### config.mk
export PLATFORM = sky130hd
export DESIGN_NAME = rtcc_ctrl
export DESIGN_NICKNAME = d
export VERILOG_FILES = /design/src/core/rtcc_pkg.sv /design/src/core/rtcc_ctrl.sv
export SDC_FILE = /design/constraint.sdc
export NUM_CORES = 1
export LEC_CHECK = 0
export BUFFER_PORTS_ARGS = -buffer_cell sky130_fd_sc_hd__buf_2
export CAP_MARGIN = 40
export CORE_MARGIN = 1
export CORE_UTILIZATION = 40
export CTS_BUF_LIST = sky130_fd_sc_hd__clkbuf_8
export DETAILED_ROUTE_END_ITERATION = 8
export HOLD_SLACK_MARGIN = 0.03
export PLACE_DENSITY = 0.58
export SYNTH_ARGS = -nofsm -noshare
export SYNTH_HDL_FRONTEND = slang
export SYNTH_SLANG_ARGS = --single-unit
### constraint.sdc
create_clock -name ref_clk -period 2.84 [get_ports ref_clk]
set_clock_uncertainty 0.1 [all_clocks]
set_input_delay 0.426 -clock ref_clk [delete_from_list [all_inputs] [get_ports ref_clk]]
set_output_delay 0.426 -clock ref_clk [all_outputs]
set_load 0.01 [all_outputs]
### src/core/rtcc_pkg.sv
// Package: offsets, field positions and timing constants of the RTC control block
package rtcc_pkg;
   // Register offsets on the byte bus
   localparam logic [6:0] ADDR_RATE = 7'h0A;
   localparam logic [6:0] ADDR_MODE = 7'h0B;
   localparam logic [6:0] ADDR_FLAGS = 7'h0C;
   localparam logic [6:0] ADDR_POWER = 7'h0D;
   localparam logic [6:0] ADDR_CENTURY = 7'h32;
   localparam logic [6:0] ADDR_RAM_LO = 7'h0E;
   // Field positions, mode register
   localparam int MODE_FREEZE = 7;
   localparam int MODE_PER_EN = 6;
   localparam int MODE_ALM_EN = 5;
   localparam int MODE_UPD_EN = 4;
   localparam int MODE_SQ_EN = 3;
   localparam int MODE_BIN = 2;
   localparam int MODE_H24 = 1;
   localparam int MODE_DST_EN = 0;
   // Field positions, flag register
   localparam int FLAG_REQ = 7;
   localparam int FLAG_PER = 6;
   localparam int FLAG_ALM = 5;
   localparam int FLAG_UPD = 4;
   // Power-up values of battery-backed registers
   localparam logic [7:0] RATE_POR = 8'h00;
   localparam logic [7:0] MODE_POR = 8'h00;
   localparam logic [7:0] CENTURY_POR = 8'h00;
   // Oscillator control patterns
   localparam logic [2:0] OSC_RUN = 3'b010;
   localparam logic [1:0] OSC_HOLD_HI = 2'b11;
   // Century reload value, BCD 20
   localparam logic [6:0] CENTURY_LOAD = 7'h20;
   // Divider chain
   localparam int DIV_STAGES = 15;
   localparam int OSC_HZ = 32768;
   // Update-pending lead time and its count of oscillator ticks, rounded up
   localparam int PEND_LEAD_US = 244;
   localparam int PEND_LEAD_TICKS = (PEND_LEAD_US * OSC_HZ + 999999) / 1000000;
   // Alarm don't-care marker in the two top bits
   localparam logic [1:0] ALM_ANY = 2'b11;
   // Daylight saving calendar values
   localparam logic [7:0] MONTH_APR = 8'h04;
   localparam logic [7:0] MONTH_OCT = 8'h0A;
   localparam logic [7:0] BCD_OCT = 8'h10;
   localparam logic [2:0] DOW_SUNDAY = 3'd1;
endpackage

### src/core/rtcc_ctrl.sv
// Control and status registers of a battery-backed real-time clock
//
// Operation
// - Read-only update-pending bit, warns 244us ahead
// - Freeze bit inhibits transfers, clears update-pending
// - Pattern 010 runs; 11x holds chain reset
// - Other oscillator patterns keep oscillator stopped
// - First update 500ms after running pattern
// - Rate selector picks divider tap, reset-proof
// - Rate code decode, 8192Hz down to 2Hz
// - Freeze stops visible once-per-second transfers
// - Periodic enable gates periodic flag onto output
// - Alarm flag on match, 11xxxxxx matches all
// - Update-done enable cleared by reset or freeze
// - Square-wave pin follows tap or held low
// - Binary/BCD select bit, reset-proof
// - 24/12 hour select bit, reset-proof
// - Spring: 1:59:59 steps to 3:00:00
// - Fall: first 1:59:59 goes back once
// - Sunday test at midnight; enable reset-proof
// - Request flag and low output from enabled flags
// - Periodic flag sets on every rising tap edge
// - Alarm and update-done flags set regardless of enable
// - Flag read clears flags; reset clears too
// - Flags stable during read, late events held
// - Unused flag and power bits read zero
// - Backup-valid bit read-only, reset-proof
// - Year 99 to 00 loads century 20
// - Control registers and RAM always accessible
`timescale 1ns/1ps
module rtcc_ctrl #(
   parameter int RAM_DEPTH = 128
) (
   input wire logic ref_clk,
   input wire logic nrst,
   input wire logic por_n,
   input wire logic osc_in,
   input wire logic backup_ok,
   input wire logic [6:0] bus_addr,
   input wire logic bus_wr,
   input wire logic bus_rd,
   input wire logic [7:0] bus_wdata,
   output logic [7:0] bus_rdata,
   input wire logic [7:0] cur_sec,
   input wire logic [7:0] cur_min,
   input wire logic [7:0] cur_hour,
   input wire logic [7:0] alm_sec,
   input wire logic [7:0] alm_min,
   input wire logic [7:0] alm_hour,
   input wire logic [7:0] cur_date,
   input wire logic [7:0] cur_month,
   input wire logic [2:0] cur_dow,
   input wire logic year_rollover,
   output logic update_xfer,
   output logic dst_step_fwd,
   output logic dst_step_back,
   output logic irq_n,
   output logic square_wave_pin,
   output logic osc_enabled,
   output logic binary_format_select,
   output logic hour_24_select
);
   import rtcc_pkg::*;

   ////////////////////////////////////////////////////////////////////////////
   // Declarations
   ////////////////////////////////////////////////////////////////////////////
   // Battery-backed copies; pin reset clears only the periodic, alarm, update-done and square-wave enables and flags
   logic [7:0] rate_r; // Oscillator control and rate selector
   logic [7:0] mode_r; // Freeze, enables and formats
   logic [7:0] mode_nxt; // Next mode value
   logic [2:0] flags_r; // Periodic, alarm, update-done flags
   logic [7:0] century_r; // Century byte
   logic [7:0] ram_r [RAM_DEPTH]; // General-purpose bytes
   logic [7:0] rdata_r; // Read data, latched at the read strobe
   logic [1:0] osc_sync_r; // Oscillator pin synchroniser
   logic [1:0] vbat_sync_r; // Backup-valid pin synchroniser
   logic osc_last_r; // Previous synchronised oscillator level
   logic [DIV_STAGES-1:0] div_r; // Count-up divider chain
   logic tap_last_r; // Previous selected tap level
   logic fall_done_r; // Fall-back already applied this day
   logic spring_day_r; // Today is the first Sunday of April
   logic fall_day_r; // Today is the last Sunday of October
   logic midnight_last_r; // Previous midnight match
   logic dst_fwd_r; // Spring step strobe
   logic dst_back_r; // Fall step strobe
   logic upd_r; // Registered update transfer pulse

   ////////////////////////////////////////////////////////////////////////////
   // Functions
   ////////////////////////////////////////////////////////////////////////////
   // Tap index for a rate code; 15 means no output
   function automatic logic [3:0] tap_of(input logic [3:0] code);
      logic [3:0] t;
      t = 4'd15;
      case (code)
         4'h0: t = 4'd15;
         4'h1, 4'h8: t = 4'd6;
         4'h2, 4'h9: t = 4'd7;
         default: t = code - 4'd2;
      endcase
      return t;
   endfunction

   // Alarm byte matches its time byte or is don't-care
   function automatic logic alm_hit(input logic [7:0] a, input logic [7:0] c);
      return (a[7:6] == ALM_ANY) || (a == c);
   endfunction

   ////////////////////////////////////////////////////////////////////////////
   // Decode
   ////////////////////////////////////////////////////////////////////////////
   wire sel_rate = (bus_addr == ADDR_RATE);
   wire sel_mode = (bus_addr == ADDR_MODE);
   wire sel_flags = (bus_addr == ADDR_FLAGS);
   wire sel_power = (bus_addr == ADDR_POWER);
   wire sel_cent = (bus_addr == ADDR_CENTURY);
   wire sel_ram = (bus_addr >= ADDR_RAM_LO) && !sel_cent;
   wire wr_rate = bus_wr && sel_rate;
   wire wr_mode = bus_wr && sel_mode;
   wire rd_flags = bus_rd && sel_flags;

   // Oscillator runs on 010 and 11x only
   wire [2:0] osc_ctrl = rate_r[6:4];
   wire osc_hold = (osc_ctrl[2:1] == OSC_HOLD_HI);
   wire osc_on = (osc_ctrl == OSC_RUN) || osc_hold;
   wire chain_run = (osc_ctrl == OSC_RUN);
   // Writing the running pattern from any other restarts the chain
   wire run_start = wr_rate && (bus_wdata[6:4] == OSC_RUN) && !chain_run;

   // Oscillator edge, seen only after two flip-flops
   // Gated after the synchroniser so no logic touches the raw pin
   wire osc_edge = osc_sync_r[1] && !osc_last_r && osc_on;
   wire div_step = osc_edge && chain_run;
   wire [DIV_STAGES-1:0] div_inc = div_r + 1'b1;

   // Update fires when the top stage rises: 500ms from a cleared chain
   wire upd_tick = div_step && !div_r[DIV_STAGES-1] && div_inc[DIV_STAGES-1];
   wire freeze = mode_r[MODE_FREEZE];
   wire xfer = upd_tick && !freeze;

   // Pending while within the lead window before the top stage rises
   wire [DIV_STAGES-2:0] lead_start =
      (DIV_STAGES-1)'((1 << (DIV_STAGES-1)) - PEND_LEAD_TICKS);
   // Never stored, so a write to its bit cannot set it; freeze or a stopped chain clears it
   wire update_pending = chain_run && !freeze && !div_r[DIV_STAGES-1] &&
              (div_r[DIV_STAGES-2:0] >= lead_start);

   // Selected tap shared by square wave and periodic flag
   wire [3:0] tap_idx = tap_of(rate_r[3:0]);
   wire tap_lvl = (tap_idx == 4'd15) ? 1'b0 : div_r[tap_idx];
   wire tap_edge = chain_run && tap_lvl && !tap_last_r;

   // Alarm compared at each update cycle
   wire alarm_ev = upd_tick && alm_hit(alm_sec, cur_sec) && alm_hit(alm_min, cur_min) &&
                   alm_hit(alm_hour, cur_hour);
   wire [2:0] events = {tap_edge, alarm_ev, upd_tick};

   // Interrupt request from enabled flags, no extra stage
   // Order matches the flag bits: periodic, alarm, update-done
   wire [2:0] irq_en = mode_r[MODE_PER_EN:MODE_UPD_EN];
   wire req = |(flags_r[2:0] & irq_en);

   // Daylight saving: calendar test at midnight, 1:59:59 at update
   wire oct = (cur_month == MONTH_OCT) || (cur_month == BCD_OCT);
   wire sunday = (cur_dow == DOW_SUNDAY);
   wire [7:0] date_25 = binary_format_select ? 8'h19 : 8'h25;
   wire midnight = (cur_hour == 8'h00) || (!hour_24_select && cur_hour == 8'h12);
   wire midnight_ev = midnight && !midnight_last_r;
   wire [7:0] min59 = binary_format_select ? 8'h3B : 8'h59;
   wire at_159 = (cur_hour == 8'h01) && (cur_min == min59) && (cur_sec == min59);
   // Enable is looked at both at midnight and at 1:59:59
   wire dst_en = mode_r[MODE_DST_EN];
   wire fwd_ev = xfer && dst_en && spring_day_r && at_159;
   wire back_ev = xfer && dst_en && fall_day_r && at_159 && !fall_done_r;

   // Read mux; unused bits return zero
   // The read edge latches the flags before their clear lands
   wire [7:0] rd_mux =
      sel_rate ? {update_pending, rate_r[6:0]} :
      sel_mode ? mode_r :
      sel_flags ? {req, flags_r[2:0], 4'h0} :
      sel_power ? {vbat_sync_r[1], 7'h00} :
      sel_cent ? century_r :
      sel_ram ? ram_r[bus_addr] : 8'h00;

   ////////////////////////////////////////////////////////////////////////////
   // Battery-backed control: pin reset clears only the periodic, alarm, update-done and square-wave enables
   ////////////////////////////////////////////////////////////////////////////
   // Rate register; update-pending bit is never stored
   always_ff @(posedge ref_clk or negedge por_n) begin
      if (!por_n) begin
         rate_r <= RATE_POR;
      end else if (wr_rate) begin
         rate_r <= {1'b0, bus_wdata[6:0]};
      end
   end

   // Century, loaded with 20 on year rollover, top bit kept
   always_ff @(posedge ref_clk or negedge por_n) begin
      if (!por_n) begin
         century_r <= CENTURY_POR;
      end else if (bus_wr && sel_cent) begin
         century_r <= bus_wdata;
      end else if (year_rollover) begin
         century_r <= {century_r[7], CENTURY_LOAD};
      end
   end

   // Mode register; pin reset clears only the four enables
   always_ff @(posedge ref_clk or negedge por_n) begin
      if (!por_n) begin
         mode_r <= MODE_POR;
      end else begin
         mode_r <= mode_nxt;
      end
   end

   // Next mode: host write, freeze rule, then pin reset on top
   always_comb begin
      mode_nxt = mode_r;
      if (wr_mode) begin
         mode_nxt = bus_wdata;
         // Freeze rising drops the update-done enable
         if (bus_wdata[MODE_FREEZE] && !mode_r[MODE_FREEZE]) begin
            mode_nxt[MODE_UPD_EN] = 1'b0;
         end
      end
      // Held pin reset clears the periodic, alarm, update-done and square-wave enables every cycle
      // Applied last, so it beats a host write in the same cycle
      if (!nrst) begin
         mode_nxt[MODE_PER_EN:MODE_SQ_EN] = 4'h0;
      end
   end

   // General-purpose bytes, no reset
   always_ff @(posedge ref_clk) begin
      if (bus_wr && sel_ram) begin
         ram_r[bus_addr] <= bus_wdata;
      end
   end

   ////////////////////////////////////////////////////////////////////////////
   // Divider chain and synchronisers
   ////////////////////////////////////////////////////////////////////////////
   // Pins pass two flip-flops before use
   always_ff @(posedge ref_clk or negedge por_n) begin
      if (!por_n) begin
         osc_sync_r <= 2'b00;
         vbat_sync_r <= 2'b00;
         osc_last_r <= 1'b0;
      end else begin
         osc_sync_r <= {osc_sync_r[0], osc_in};
         // Backup level synchronised the same way, never gated
         vbat_sync_r <= {vbat_sync_r[0], backup_ok};
         osc_last_r <= osc_sync_r[1];
      end
   end

   // Chain held clear unless running; restart gives the 500ms lead
   always_ff @(posedge ref_clk or negedge por_n) begin
      if (!por_n) begin
         div_r <= '0;
         tap_last_r <= 1'b0;
      end else begin
         tap_last_r <= tap_lvl;
         if (!chain_run || run_start) begin
            div_r <= '0;
         end else if (div_step) begin
            div_r <= div_inc;
         end
      end
   end

   ////////////////////////////////////////////////////////////////////////////
   // Flags and read data
   ////////////////////////////////////////////////////////////////////////////
   // Set wins over read clear, so a late event lands after the read
   always_ff @(posedge ref_clk or negedge nrst) begin
      if (!nrst) begin
         flags_r <= 3'h0;
      end else begin
         // Request bit is not stored; it is rebuilt from flags and enables
         flags_r <= (rd_flags ? 3'b000 : flags_r) | events;
      end
   end

   // Read data captured at the strobe, stable afterwards
   always_ff @(posedge ref_clk or negedge por_n) begin
      if (!por_n) begin
         rdata_r <= 8'h00;
      end else if (bus_rd) begin
         rdata_r <= rd_mux;
      end
   end

   ////////////////////////////////////////////////////////////////////////////
   // Daylight saving and update strobes
   ////////////////////////////////////////////////////////////////////////////
   // Sunday test once at midnight; fall-back only once per day
   always_ff @(posedge ref_clk or negedge por_n) begin
      if (!por_n) begin
         spring_day_r <= 1'b0;
         fall_day_r <= 1'b0;
         fall_done_r <= 1'b0;
         midnight_last_r <= 1'b0;
         dst_fwd_r <= 1'b0;
         dst_back_r <= 1'b0;
         upd_r <= 1'b0;
      end else begin
         midnight_last_r <= midnight;
         dst_fwd_r <= fwd_ev;
         dst_back_r <= back_ev;
         upd_r <= xfer;
         // Day type decided once, at the first midnight cycle
         if (midnight_ev) begin
            spring_day_r <= dst_en && sunday && (cur_month == MONTH_APR) &&
                            (cur_date <= 8'h07);
            fall_day_r <= dst_en && sunday && oct && (cur_date >= date_25);
            // Rearm the once-only fall-back for the new day
            fall_done_r <= 1'b0;
         end else if (back_ev) begin
            fall_done_r <= 1'b1;
         end
      end
   end

   ////////////////////////////////////////////////////////////////////////////
   // Outputs
   ////////////////////////////////////////////////////////////////////////////
   assign bus_rdata = rdata_r;
   assign update_xfer = upd_r;
   assign dst_step_fwd = dst_fwd_r;
   assign dst_step_back = dst_back_r;
   assign irq_n = !req;
   // Square wave held low whenever its enable is off
   assign square_wave_pin = mode_r[MODE_SQ_EN] && tap_lvl;
   assign osc_enabled = osc_on;
   assign binary_format_select = mode_r[MODE_BIN];
   assign hour_24_select = mode_r[MODE_H24];

endmodule // rtcc_ctrl

==> results of run 1 <==
## synth_stat cells (all sizes together) (50+ instances only)
cell    count
mux2       90
edfxtp   1024
a221oi     52
a21oi      50
mux4      133
a22oi      75
nand2     159
nor2      199
dfrtp      62
buf       114
mux2i     106
o21ai      56
## power by group through the flow
stage	registers, mW	logic [mW]	clock network (mW)
2_1_floorplan	18.2	1.16	0
3_3_place_gp	18.2	2.49	0
3_5_place_dp	18.2	2.51	0
4_1_cts	17.9	2.57	12.8
5_1_grt	17.9	2.73	13.4
6_report	17.9	2.60	12.6
## area by class of cell
type,instances,area [µm²]
antenna,2,5.00
clock buffer,179,2460
clock inverter,131,743
fill,9118,56100
inverter,13,48.8
multi-input combinational,1398,11300
sequential,1086,32300
tap,1476,1850
timing repair buffer,516,4270
## how the worst max path moves through the flow
stage               depth (start not counted)  slack, ns                        to
global route                                9      -0.31           square_wave_pin
global placement                            9      -0.44  bus_rdata[1]$_DFFE_PN0P_
floorplan                                  10       0.14    ram_r[46][0]$_DFFE_PP_
CTS                                         8      -0.23           square_wave_pin
finish                                      7      -0.17           square_wave_pin
detailed placement                          9      -0.43  bus_rdata[7]$_DFFE_PN0P_
## what timing repair did
action,4_1_cts,5_1_grt
setup endpoints to repair,1,3
endpoints found under the hold margin,243,0
buffers inserted,6,1
pin swaps,5,6
hold buffers,36,0
resized for setup,14,7
gates cloned,0,0
## metal layers
layer  routed length [µm]  share of wire
met3                11200          0.086
met2                60000           0.46
met5                   25        0.00019
met4                 4770          0.037
met1                54000           0.42
## cells by family after synthesis
logic type | count (synthesis) | synth area share
flops | 1086 | 0.732
simple gates | 509 | 0.0528
compound gates | 395 | 0.0664
mux | 329 | 0.116
buf+inv | 166 | 0.0226
xor+xnor | 39 | 0.00774
fa+ha+maj | 6 | 0.00170
other cells | 1 | 0.0000850
## critical path: stages, from the launching register on
cell and delay [ns]:
dfrtp_2 0.45, buf_6 0.16, mux4_2 0.49, a21oi_1 0.15, nand2_1 0.07, o21ai_2 0.10, nor2b_1 0.07, buf_2 0.14
## sequential cells by signal (all words and copies together) (netlist names), 2 cells and up
register     flops
mode_r           8
flags_r          3
century_r        8
osc_sync_r       2
div_r           15
ram_r         1024
bus_rdata        8
vbat_sync_r      2
rate_r           7
## stage by stage
step	setup WS, ns	TNS (ns)	instances	util
after CTS	-0.229	-0.229	4797	0.485
after global routing	-0.309	-0.309	4801	0.486
final	-0.175	-0.175	4801	0.486
after detailed placement	-0.432	-39.26	4445	0.452
after global placement	-0.443	-40.81	4443	0.452
after floorplan	0.140	0	2650	-
==> reports/metrics.cfg, run 1 <==
[global_routing]
grt_busiest_layer = met2
gr-usage-met3 = 0.0513
grtUsageTotal = 0.233
grt_first_pass_wirelength_um = 188000
grtUsageMet1 = 0.319
grt_max_degree = 81
grt-ovfl-total = 0
antenna_found_initial = 4
grtUsageMet2 = 0.362
grt_pass1_vias = 27300

[sta]
min_period_ns = 3.01
period_share = 1.06
rsz0062_at_grt = true
hold_viol_final = 0
maxSlewViolCount = 0
max_slew_margin = 0.366
holdWs_ns = 0.0925
setup-violations-final = 1
worst_slew_pin_slew_ns = 0.948
setup_ws_ns = -0.175
clock.fmax_mhz = 332

[die]
core.rowCount = 121
core-area_um2 = 109000
ios = 106
start_util = 0.404
die_w_um = 334
die_area_um2 = 112000
die-height_um = 334

[power_and_ir_drop]
swShare = 0.238
p_clk_frac = 0.380
leakagePower_nw = 18.6
pwr-share-seq = 0.541
power.total_mw = 33.1
p_per_area_nw_per_um2 = 623
combPwrFrac = 0.079
ir_drop_v = 0.000439
p_switching_mw = 7.86
p_int_mw = 25.2

[clocking]
cts_root_buf = clkbuf_8
clk_pin_slew_ns = 0.07
cts_max_path_buffers = 3
cts-buffers-inserted = 174
htreeDepth = 4
cts_sinks = 1086
clk_latency_ns = 0.85
cts_tree = done

[placed_design]
portBuffers = 105
placed_cell_area_um2 = 49300
dp_hpwl_um = 86200
gp_congestion = 0.976

[final_layout]
design_area_um2 = 53000
layout_commonest_cell = edfxtp_1
drive_gt1_frac = 0.284
area_growth_pct = 20.2
fin_nets = 3285
mostFrequentLayoutCells = edfxtp_1 (1024), buf_4 (340), nor2_1 (194), clkbuf_8 (180), nand2_1 (159)

[yosys]
async_reset_ff_frac = 0.0571
synthesis.area_um2 = 44100
synth_edf_count = 1024
yosysWarnings = 0
ys_types = 85
syn_avg_cell_area_um2 = 17.4
ys.flop_type = edfxtp_1
synth_top_cell_by_area = edfxtp_1
synth.area.top_cells = edfxtp_1 (70%), mux4_2 (5.9%), dfrtp_1 (3.5%)
ys_seq_elements = 1086
synth_top_area_share = 0.697
synthCells = 2531
yosysSeqAreaShare = 0.732

[route]
vias = 26900
wirelength_um = 130000
drt_iter0_drc = 2942
ant_nets = 0
viasPerCell = 5.60
wl_per_cell_um = 27.1
drtPass1Iterations = 5
drc = 0

[min_path]
hp-class = input pin to async pin

[worst_setup_path]
crit_required_ns = 2.31
critPathMaxFanout = 8
critPathLaunch = rate_r[0]$_DFFE_PN0P_
cp-end-kind = output pin
worstSetupPathType = flop to output pin
start_kind = flop
r2r_slack_ns = 0.17
r2r_start = ram_r[71][7]$_DFFE_PP_
worstReg2RegEnd = bus_rdata[7]$_DFFE_PN0P_
r2r_cells = 7
cp.arrival_ns = 2.49

[job]
max_cap_viol_count = 0

[status]
status = finished with violations
violations = setup timing

No activity file was read; power rests on OpenSTA's default activity.
==> run 2, diff against run 1 <==
--- a/config.mk
+++ b/config.mk
@@ -12,7 +12,9 @@
 export CTS_BUF_LIST = sky130_fd_sc_hd__clkbuf_8
 export DETAILED_ROUTE_END_ITERATION = 8
 export HOLD_SLACK_MARGIN = 0.03
+export MAX_ROUTING_LAYER = met4
 export PLACE_DENSITY = 0.58
 export SYNTH_ARGS = -nofsm -noshare
 export SYNTH_HDL_FRONTEND = slang
 export SYNTH_SLANG_ARGS = --single-unit
+export TNS_END_PERCENT = 10
==> reports/metrics.cfg, run 2 (same netlist as run 1, synthesis figures left out) <==
[status]
status = finished with violations
violations = setup timing

[min_path]
hp-class = input pin to flop

[die]
die_area_um2 = 112000
start_util = 0.404
die-height_um = 334
core.rowCount = 121
ios = 106
die_w_um = 334
core-area_um2 = 109000

[sta]
min_period_ns = 3.03
worst_slew_pin_slew_ns = 0.871
maxSlewViolCount = 0
rsz0062_at_grt = true
setup-violations-final = 1
period_share = 1.07
setup_ws_ns = -0.188
clock.fmax_mhz = 330
holdWs_ns = 0.116
timing.setup.tns_ns = -0.188
max_slew_margin = 0.417
hold_viol_final = 0

[clocking]
clk_latency_ns = 0.87
htreeDepth = 4
clk_pin_slew_ns = 0.06
cts_sinks = 1086
cts_root_buf = clkbuf_8
cts-buffers-inserted = 176
cts_max_path_buffers = 3
cts_tree = done

[worst_setup_path]
crit_family = multiplexers
critPathMaxStageDelay_ns = 0.47
crit_required_ns = 2.31
worstSetupPathType = flop to output pin
critPathMaxFanout = 7
cp-end-kind = output pin
crit_chain = and2_0 -> mux4_2 -> a21oi_2 -> nand2_1 -> o21ai_2 -> nor2b_1 -> buf_2
start_kind = flop
slowest_stage = mux4_2
cp.arrival_ns = 2.50
cp_num_buf_inv = 1

[route]
vias = 26800
viasPerCell = 5.58
drc = 0
drt_iter0_drc = 3106
drtPass1Iterations = 6
wl_per_cell_um = 27.2
wirelength_um = 131000
ant_nets = 0

[final_layout]
fin_nets = 3282
area_growth_pct = 20.6
largestRegisters = ram_r: 1024 flops, div_r: 15 flops
drive_gt1_frac = 0.285
largest_reg_flops = 1024
finalNonFillerCells = 4812
top_register = ram_r
mostFrequentLayoutCells = edfxtp_1 (1024), buf_4 (330), nor2_1 (197), clkbuf_8 (177), nand2_1 (159)
layout_commonest_cell = edfxtp_1
design_area_um2 = 53200

[placed_design]
dp_slack_ns = -0.371
placed_cells = 4443
placed_cell_area_um2 = 49400
portBuffers = 105
gp_congestion = 0.959
dp_hpwl_um = 85800

[global_routing]
grt_first_pass_wirelength_um = 188000
grtUsageTotal = 0.241
grt-ovfl-total = 0
antenna_found_initial = 4
grt_pass1_vias = 27400
grt_max_degree = 117

[power_and_ir_drop]
p_per_area_nw_per_um2 = 633
ir_drop_v = 0.000436
leakagePower_nw = 18.6

[job]
max_cap_viol_count = 0

run 2: cell count changes in the layout (fill, tap and decap cells not counted), sizes merged:
| cell | previous run | this run |
|---|---|---|
| buf | 479 | 474 |
| bufinv | 6 | 9 |
| clkbuf | 180 | 177 |
| clkinv | 62 | 89 |
| diode | 2 | 4 |
| dlygate4sd3 | 36 | 35 |
| dlymetal6s4s | 0 | 1 |
| inv | 72 | 59 |
run 2: stage by stage:
step                      utilization  power, mW
final                           0.488       33.7
after CTS                       0.487       33.9
after global routing            0.488       34.7
after global placement          0.452       20.7
after detailed placement        0.452       20.7
after floorplan                     -       19.3
run 2: area by class of cell:
| class | instances | area (µm²) |
|---|---|---|
| clock buffers | 176 | 2420 |
| diodes | 4 | 10.0 |
| well taps | 1476 | 1850 |
| multi-input cells | 1398 | 11300 |
| flip-flops and latches | 1086 | 32300 |
| repair buffers | 511 | 4290 |
| fillers | 9206 | 55900 |
| clock inverters | 148 | 980 |
| inverters | 13 | 48.8 |
run 2: routing by layer:
metal | global-route usage | vias to the layer above | wire [µm]
met5 | - | - | 0
met4 | 0.0896 | 0 | 4410
met3 | 0.0617 | 262 | 12000
met2 | 0.368 | 1392 | 61300
met1 | 0.311 | 13700 | 53200
li1 | - | 11400 | -
run 2: timing repair:
action / 4_1_cts / 5_1_grt
setup endpoints to repair: 1 / 4
gates resized for setup: 11 / 6
hold endpoints to repair: 280 / 0
buffers inserted: 5 / 0
pin swaps: 6 / 2
hold buffers: 36 / 0
run 2: worst paths after layout:
kind                                                  to  cells after the start  slack, ns                     start
min in group asynchronous           flags_r[2]$_DFF_PN0_                      3       0.44                      nrst
worst min-delay path             osc_sync_r[0]$_DFF_PN0_                      2       0.12                    osc_in
worst max register to register  bus_rdata[5]$_DFFE_PN0P_                      6       0.17    ram_r[75][5]$_DFFE_PP_
worst min register to register  vbat_sync_r[1]$_DFF_PN0_                      0       0.26  vbat_sync_r[0]$_DFF_PN0_
worst max-delay path                     square_wave_pin                      7      -0.19     rate_r[3]$_DFFE_PN0P_
max in group asynchronous          mode_r[2]$_DFFE_PN0P_                      4       0.78                     por_n
run 2: report_power, final:
part | switching, mW | internal (mW)
Clock | 6.46 | 6.72
Combinational | 1.59 | 1.02
Sequential | 0.107 | 17.8
Total | 8.16 | 25.5
